--- config.mk ---
export PLATFORM = sky130hd
export DESIGN_NAME = cmpr_regs
export DESIGN_NICKNAME = d
export VERILOG_FILES = /design/src/hw/cmpr_pkg.sv /design/src/hw/cmpr_edge_sync.sv /design/src/hw/cmpr_regs.sv
export SDC_FILE = /design/constraint.sdc
export NUM_CORES = 1
export LEC_CHECK = 0
export BUFFER_PORTS_ARGS = -buffer_cell sky130_fd_sc_hd__buf_2
export CAP_MARGIN = 10
export CELL_PAD_IN_SITES_DETAIL_PLACEMENT = 0
export CELL_PAD_IN_SITES_GLOBAL_PLACEMENT = 1
export CORE_ASPECT_RATIO = 1.75
export CORE_UTILIZATION = 39
export CTS_CLUSTER_SIZE = 30
export DETAILED_ROUTE_END_ITERATION = 12
export PLACE_DENSITY = 0.83
export SYNTH_ARGS = -nofsm -noshare
export SYNTH_HDL_FRONTEND = slang
export SYNTH_HIERARCHICAL = 1
export SYNTH_SLANG_ARGS = --single-unit
--- constraint.sdc ---
create_clock -name i_clk -period 1.8 [get_ports i_clk]
set_input_delay 0 -clock i_clk [delete_from_list [all_inputs] [get_ports i_clk]]
set_output_delay 0 -clock i_clk [all_outputs]
set_load 0.05 [all_outputs]
--- src/hw/cmpr_pkg.sv ---
// Constants and carrier types for the comparator register bank
package cmpr_pkg;
  localparam int CMPR_DATA_W = 8;
  localparam int CMPR_ADDR_W = 4;
  localparam int CMPR_NUM = 2;
  // Register offsets
  localparam logic [3:0] CMPR_OFF_CTRL_BASE = 4'h0;
  localparam logic [3:0] CMPR_OFF_MIRROR = 4'h2;
  localparam logic [3:0] CMPR_OFF_IRQ_STATUS = 4'h3;
  localparam logic [3:0] CMPR_OFF_IRQ_MASK = 4'h4;
  // Reset values
  localparam logic [7:0] CMPR_CTRL_RESET = 8'h00;
  localparam logic [7:0] CMPR_MIRROR_RESET = 8'h00;
  // Control field positions and write mask
  localparam int CMPR_BIT_RISE = 7;
  localparam int CMPR_BIT_FALL = 6;
  localparam int CMPR_POS_LSB = 4;
  localparam int CMPR_NEG_LSB = 0;
  localparam logic [7:0] CMPR_CTRL_WMASK = 8'hf7;
  // Positive input select codes
  localparam logic [1:0] CMPR_POS_GND = 2'h3;
  localparam logic [1:0] CMPR_POS_FIXED_REF = 2'h2;
  localparam logic [1:0] CMPR_POS_DAC = 2'h1;
  localparam logic [1:0] CMPR_POS_PIN = 2'h0;
  // Negative input select codes
  localparam logic [2:0] CMPR_NEG_GND = 3'h7;
  localparam logic [2:0] CMPR_NEG_FIXED_REF = 3'h6;
  localparam logic [2:0] CMPR_NEG_RSVD_HI = 3'h5;
  localparam logic [2:0] CMPR_NEG_RSVD_LO = 3'h4;

  typedef struct packed {
    logic rise_irq_enable;
    logic fall_irq_enable;
    logic [1:0] pos_input_select;
    logic unused_bit;
    logic [2:0] neg_input_select;
  } cmpr_ctrl_s;

  // One-hot connection of the positive input node
  typedef struct packed {
    logic to_gnd;
    logic to_fixed_ref_voltage;
    logic to_dac;
    logic to_pin;
  } cmpr_pos_s;

  // Connection of the negative input node, one-hot except for the reserved codes, which leave it open
  typedef struct packed {
    logic to_gnd;
    logic to_fixed_ref_voltage;
    logic [3:0] to_pin;
  } cmpr_neg_s;
endpackage

--- src/hw/cmpr_edge_sync.sv ---
// Three-stage synchroniser and edge detector for one comparator result
`timescale 1ns/1ps
module cmpr_edge_sync (
  // Clock and reset
  input wire logic i_clk,
  input wire logic i_rst_n,
  // Raw comparator result
  input wire logic i_async,
  // Filtered level and edge pulses
  output logic o_level,
  output logic o_rise,
  output logic o_fall
);
  logic s1_q;
  logic s2_q;
  logic s3_q;

  always_ff @(posedge i_clk or negedge i_rst_n) begin
    if (!i_rst_n) begin
      s1_q <= 1'b0;
      s2_q <= 1'b0;
      s3_q <= 1'b0;
    end else begin
      s1_q <= i_async;
      s2_q <= s1_q;
      s3_q <= s2_q;
    end
  end

  // Level moves only once stages two and three agree
  always_ff @(posedge i_clk or negedge i_rst_n) begin
    if (!i_rst_n) begin
      o_level <= 1'b0;
      o_rise <= 1'b0;
      o_fall <= 1'b0;
    end else begin
      o_rise <= (s2_q == s3_q) && s3_q && !o_level;
      o_fall <= (s2_q == s3_q) && !s3_q && o_level;
      if (s2_q == s3_q) begin
        o_level <= s3_q;
      end
    end
  end
endmodule

--- src/hw/cmpr_regs.sv ---
// Comparator control, mirror and interrupt registers
`timescale 1ns/1ps
module cmpr_regs
  import cmpr_pkg::*;
#(
  parameter int N_CMP = CMPR_NUM
) (
  // Clock and reset
  input wire logic i_clk,
  input wire logic i_resetn,
  // Register port
  input wire logic [CMPR_ADDR_W-1:0] i_addr,
  input wire logic [CMPR_DATA_W-1:0] i_wdata,
  input wire logic i_wr,
  input wire logic i_rd,
  output logic [CMPR_DATA_W-1:0] o_rdata,
  // Comparator results from the analog cores
  input wire logic [N_CMP-1:0] i_cmp_result,
  // Input node connections to the analog cores
  output cmpr_pos_s [N_CMP-1:0] o_pos_sel,
  output cmpr_neg_s [N_CMP-1:0] o_neg_sel,
  // Interrupt
  output logic o_irq
);

  ////////////////////////////////////////////////////////////////////////////
  // Elaboration check

  // Mirror register carries exactly two result bits
  if (N_CMP != 2) begin : g_bad_num
    $error("N_CMP must be 2");
  end

  ////////////////////////////////////////////////////////////////////////////
  // Reset release

  logic rst_s1_q;
  logic rst_n;

  always_ff @(posedge i_clk or negedge i_resetn) begin
    if (!i_resetn) begin
      rst_s1_q <= 1'b0;
      rst_n <= 1'b0;
    end else begin
      rst_s1_q <= 1'b1;
      rst_n <= rst_s1_q;
    end
  end

  ////////////////////////////////////////////////////////////////////////////
  // Per-comparator logic

  cmpr_ctrl_s ctrl_q [N_CMP];
  logic [N_CMP-1:0] level;
  logic [N_CMP-1:0] rise;
  logic [N_CMP-1:0] fall;
  logic [N_CMP-1:0] irq_set;
  logic [N_CMP-1:0] status_q;
  logic [N_CMP-1:0] status_d;
  logic [N_CMP-1:0] mask_q;

  for (genvar i = 0; i < N_CMP; i++) begin : g_cmp
    logic ctrl_hit;
    assign ctrl_hit = i_addr == (CMPR_OFF_CTRL_BASE + 4'(i));

    cmpr_edge_sync u_sync (
      .i_clk(i_clk),
      .i_rst_n(rst_n),
      .i_async(i_cmp_result[i]),
      .o_level(level[i]),
      .o_rise(rise[i]),
      .o_fall(fall[i])
    );

    // Unimplemented bit 3 never stores
    always_ff @(posedge i_clk or negedge rst_n) begin
      if (!rst_n) begin
        ctrl_q[i] <= cmpr_ctrl_s'(CMPR_CTRL_RESET);
      end else if (i_wr && ctrl_hit) begin
        ctrl_q[i] <= cmpr_ctrl_s'(i_wdata & CMPR_CTRL_WMASK);
      end
    end

    assign irq_set[i] = (rise[i] && ctrl_q[i].rise_irq_enable)
                     || (fall[i] && ctrl_q[i].fall_irq_enable);

    always_ff @(posedge i_clk or negedge rst_n) begin
      if (!rst_n) begin
        o_pos_sel[i] <= '0;
      end else begin
        o_pos_sel[i].to_gnd <=
          ctrl_q[i].pos_input_select == CMPR_POS_GND;
        o_pos_sel[i].to_fixed_ref_voltage <=
          ctrl_q[i].pos_input_select == CMPR_POS_FIXED_REF;
        o_pos_sel[i].to_dac <=
          ctrl_q[i].pos_input_select == CMPR_POS_DAC;
        o_pos_sel[i].to_pin <=
          ctrl_q[i].pos_input_select == CMPR_POS_PIN;
      end
    end

    // negative input decode, reserved codes open
    always_ff @(posedge i_clk or negedge rst_n) begin
      if (!rst_n) begin
        o_neg_sel[i] <= '0;
      end else begin
        o_neg_sel[i].to_gnd <=
          ctrl_q[i].neg_input_select == CMPR_NEG_GND;
        o_neg_sel[i].to_fixed_ref_voltage <=
          ctrl_q[i].neg_input_select == CMPR_NEG_FIXED_REF;
        o_neg_sel[i].to_pin <= ctrl_q[i].neg_input_select[2] ? 4'h0 :
          4'(4'h1 << ctrl_q[i].neg_input_select[1:0]);
      end
    end

  end

  ////////////////////////////////////////////////////////////////////////////
  // Interrupt status and mask

  // Set wins over a write-one clear
  always_comb begin
    status_d = status_q;
    if (i_wr && i_addr == CMPR_OFF_IRQ_STATUS) begin
      status_d = status_q & ~i_wdata[N_CMP-1:0];
    end
    status_d = status_d | irq_set;
  end

  always_ff @(posedge i_clk or negedge rst_n) begin
    if (!rst_n) begin
      status_q <= '0;
    end else begin
      status_q <= status_d;
    end
  end

  always_ff @(posedge i_clk or negedge rst_n) begin
    if (!rst_n) begin
      mask_q <= '0;
    end else if (i_wr && i_addr == CMPR_OFF_IRQ_MASK) begin
      mask_q <= i_wdata[N_CMP-1:0];
    end
  end

  always_ff @(posedge i_clk or negedge rst_n) begin
    if (!rst_n) begin
      o_irq <= 1'b0;
    end else begin
      o_irq <= |(status_d & mask_q);
    end
  end

  ////////////////////////////////////////////////////////////////////////////
  // Read path

  logic [CMPR_DATA_W-1:0] rdata_d;

  always_comb begin
    rdata_d = 8'h00;
    if (i_addr == CMPR_OFF_CTRL_BASE) begin
      rdata_d = ctrl_q[0];
    end else if (i_addr == CMPR_OFF_CTRL_BASE + 4'h1) begin
      rdata_d = ctrl_q[1];
    end else if (i_addr == CMPR_OFF_MIRROR) begin
      rdata_d = CMPR_MIRROR_RESET | {6'h00, level[1], level[0]};
    end else if (i_addr == CMPR_OFF_IRQ_STATUS) begin
      rdata_d = {6'h00, status_q};
    end else if (i_addr == CMPR_OFF_IRQ_MASK) begin
      rdata_d = {6'h00, mask_q};
    end
  end

  // Data stand only in the cycle after the strobe
  always_ff @(posedge i_clk or negedge rst_n) begin
    if (!rst_n) begin
      o_rdata <= 8'h00;
    end else if (i_rd) begin
      o_rdata <= rdata_d;
    end else begin
      o_rdata <= 8'h00;
    end
  end
endmodule

Yosys cells after proc, flatten, opt, wreduce, memory -nomap -nowiden

Index checks and enable logic that the tools add are counted.

Register bits: 61
Output and inout bits: 29
Input port bits: 18
Logic and storage cells: 97

Reductions and logical operators: 26
Mux-type cells: 9
Bitwise operators: 4
Equal/unequal tests: 16
Shifts and indexed selects: 2

Operators by type and width:

| kind                | count |
|---|---|
| $mux 8              | 5 |
| $logic_and 1x1->1   | 16 |
| $eq 3x3->1 const B  | 4 |
| $eq 2x2->1 const B  | 4 |
| $eq 4x2->1 const B  | 2 |
| $mux 4              | 2 |
| $shl 1x2->4 const A | 2 |
| $and 2x2->2         | 2 |
| $eq 2x1->1 const B  | 2 |
| $eq 4x1->1 const B  | 1 |
| $eq 4x3->1 const B  | 1 |
| $logic_not 1->1     | 4 |
| $logic_not 2->1     | 2 |
| $logic_not 4->1     | 1 |
| $mux 2              | 2 |
| $eq 1x1->1          | 2 |
| $logic_or 1x1->1    | 2 |
| $not 2->2           | 1 |
| $or 2x2->2          | 1 |
| $reduce_or 2->1     | 1 |

Logic depth before layout (Yosys ltp)

Depth in word-level cells: 7
Gate-level depth with buffers: 5
Mapped depth without buffers: 4

Hierarchy

The synthesis kept the hierarchy.

Modules (own cells, without submodules):

| module         | seq. area each (um^2) | cells each | area each (um^2) | times used |
|---|---|---|---|---|
| cmpr_regs      | 1201.2                | 138        | 1889.3           | 1 |
| cmpr_edge_sync | 150.1                 | 13         | 210.2            | 2 |

Worst setup path after synthesis

Ideal clock, no wire load.

Path kind: reg2reg
From: register g_cmp[0].u_sync.s2_q
To: register g_cmp[0].u_sync.o_level
Setup time: 0.125 ns
Period minus slack after synthesis: 1.085 ns
Stages on the path, launching flop included: 4
Arrival time: 0.959 ns
Slack: 0.715 ns
Data required time: 1.675 ns
Path buffers: 0
Cells stage by stage: dfrtp_1 > inv_1 > ha_1 > mux2_4

Longest elaborated chain between the ends: 1

RTL lines:

| item                   | line                 | RTL |
|---|---|---|
| start, declared        | cmpr_edge_sync.sv:15 | `logic s2_q;` |
| start signal, assigned | cmpr_edge_sync.sv:25 | `s2_q <= s1_q;` |
| $eq 1x1->1             | cmpr_edge_sync.sv:39 | `if (s2_q == s3_q) begin` |
| end signal, assigned   | cmpr_edge_sync.sv:40 | `o_level <= s3_q;` |
| end, declared          | cmpr_edge_sync.sv:10 | `output logic o_level,` |

No other way between the ends.
A chain may end at the register's enable or synchronous reset.

Worst setup path in the final report

Same ends and word-level chain as after synthesis.

==> impl_metrics.json <==
{
  "grt_pass1_wl_um": 6258,
  "core_um2": 5630,
  "drc_errors": 0,
  "ys_warn_count": 6,
  "fin_setup_tns_ns": 0,
  "wl_um": 3784,
  "reg2reg_to": "g_cmp[0].u_sync/o_level",
  "ant_nets": 0,
  "fin_crit_ns": 1.172,
  "grt_pass1_vias": 1332,
  "rows": 36,
  "worstPathRequired_ns": 2.01,
  "antenna_found_initial": 0,
  "hold_violations": 0,
  "fin_ws_ns": 0.6281,
  "synth_area_per_cell_um2": 14.08,
  "reg2reg_slack_ns": 0.63,
  "crit_start": "g_cmp[0].u_sync/s2_q",
  "vias_per_cell": 4.487,
  "start_kind": "register",
  "hpwl_um": 2554,
  "gp_congestion": 0.8097,
  "num_io_pins": 47,
  "mostFrequentLayoutCells": "dfrtp_1 (59), buf_2 (44), nor2_1 (15)",
  "fin_skew_ns": 0.009664,
  "wl_per_cell_um": 12.21,
  "seq_area_frac_synth_pct": 65.01,
  "io_buffer_count": 44,
  "outcome": "complete, no violations",
  "layout-drive-gt1-share_pct": 35.47,
  "fin_util_pct": 52.93,
  "final_max_slew_viol_count": 0,
  "dpl_cell_area_um2": 2611,
  "reg2reg_depth": 3,
  "syn_to_final_growth_pct": 29.04,
  "ys_seq_elements": 60,
  "chipHeight_um": 103.8,
  "initial_utilization_pct": 41.02,
  "final_common_cell": "dfrtp_1",
  "synthesis.area_um2": 2310,
  "dieWidth_um": 60.18,
  "setup.worst_path.end": "g_cmp[0].u_sync/o_level",
  "diodes": 0,
  "powerDensity_nw_per_um2": 1363,
  "cts_max_path_buffers": 2,
  "r2r-start": "g_cmp[0].u_sync/s2_q",
  "syn_inst": 164,
  "min_path_type": "primary input to register",
  "drt_pass1_iterations": 4,
  "track_usage_pct": 13.96,
  "synth_cell_types": 29,
  "drt_iter0_markers": 25,
  "cts_tree": "done",
  "min_period_over_period_pct": 65.11,
  "cts_buffers": 9,
  "insertion_delay_ns": 0.33,
  "worstSetupEndpointType": "register",
  "maxCapViolations": 0,
  "grt_max_degree": 59,
  "fin_area_um2": 2980,
  "worstPathArrival_ns": 1.38,
  "grt.overflow.total": 0,
  "cts-root-buf": "clkbuf_8",
  "syn_nets": 186,
  "critPathKind": "register to register",
  "postCtsSetupBuffers": 0,
  "ir_drop_mv": 0.6999,
  "fmax_mhz": 853.3,
  "die-area_um2": 6246,
  "clock-sinks": 60,
  "final_nets": 251,
  "path_clk_slew_ns": 0.07,
  "cts.htree.levels": 3,
  "rsz0062_at_grt": "no",
  "worst-path-max-fanout": 3,
  "finalSetupViolCount": 0,
  "dp_slack_ns": 0.4577,
  "vias": 1391,
  "p_leak_uw": 0.001512
}
[layout make-up]
cell class	count	area [um^2]
Timing Repair Buffer	57	360.3
Fill cell	486	2650
Tap cell	76	95.09
Clock inverter	6	111.4
Multi-Input combinational cell	94	747.0
Sequential cell	60	1503
Inverter	7	26.28
Clock buffer	10	137.6
[sequential cells by signal, indices dropped and copies added (netlist names)]
register	cells
o_neg_sel	12
status_q	2
g_cmp.u_sync/s3_q	2
o_irq	1
mask_q	2
g_cmp.u_sync/o_level	2
rst_n	1
ctrl_q	14
rst_s1_q	1
o_pos_sel	8
g_cmp.u_sync/s1_q	2
o_rdata	7
g_cmp.u_sync/o_fall	2
g_cmp.u_sync/s2_q	2
g_cmp.u_sync/o_rise	2
[metal layers]
layer	share of wire, %	vias up	GRT usage [%]
li1	-	687	-
met1	40	665	14.97
met2	55	33	22.84
met3	3.0	6	4.494
met4	2.0	0	8.140
met5	0	-	0
[worst max-delay path, stage by stage (launching register included)]
cell	delay (ns)
dfrtp_1	0.40
inv_1	0.06
ha_1	0.31
mux2_4	0.30
[cells by family after synthesis]
logic type / after synthesis / share of synthesized area, %
muxes: 25 / 13.27
AOI/OAI and AO/OA: 11 / 3.088
and+or+nand+nor: 52 / 13.49
adders and majority gates: 4 / 2.167
other: 2 / 0.3251
buffers and inverters: 10 / 2.654
DFF: 60 / 65.01
[Yosys cell counts (all sizes together)]
cell    count  area (um^2)
o22ai       3        18.77
nor2       15        56.30
mux2i       7        70.07
and3b       2        17.52
a21o        2        15.01
nor2b       8        50.05
nor4        2        12.51
nand2       2        7.510
nor3b       4        30.03
inv         7        26.28
o21ai       2        10.01
ha          4        50.05
conb        2        7.510
and2        5        33.78
mux2       18        236.5
a21oi       2        10.01
buf         3        35.03
nor3        4        20.02
nand3       4        25.02
dfrtp      60         1501
nand2b      2        12.51
nor4bb      1        25.02
and3        2        12.51
a22o        2        17.52
nand4b      1        8.760
[per-stage QoR]
step,hold WS (ns),total power (uW),cells
floorplan,-0.2956,2382,164
global placement,-0.2154,2582,282
CTS,0.006304,4101,310
finish,0.01499,4062,310
detailed placement,-0.2116,2599,282
global route,0.01454,4244,310
[power breakdown]
part / switching (uW) / internal, uW / total [uW]
registers: 161 / 1570 / 1730
logic: 560 / 299 / 858
clock network: 517 / 957 / 1470
[worst min-delay path by stage]
stage                    from    endpoint  slack (ns)  cells after the start
finish              i_addr[3]  o_rdata[1]        0.01                      3
global route        i_addr[3]  o_rdata[1]        0.01                      3
CTS                 i_addr[3]  o_rdata[1]       0.006                      3
detailed placement   i_resetn    rst_s1_q       -0.21                      1
global placement     i_resetn    rst_s1_q       -0.22                      1
floorplan            i_resetn       rst_n       -0.30                      0
[what timing repair did]
action,CTS,global route
gates resized for setup,0,0
endpoints found under the hold margin,22,0
hold buffers,12,0
Note: power is estimated with default switching activity, not from simulation.
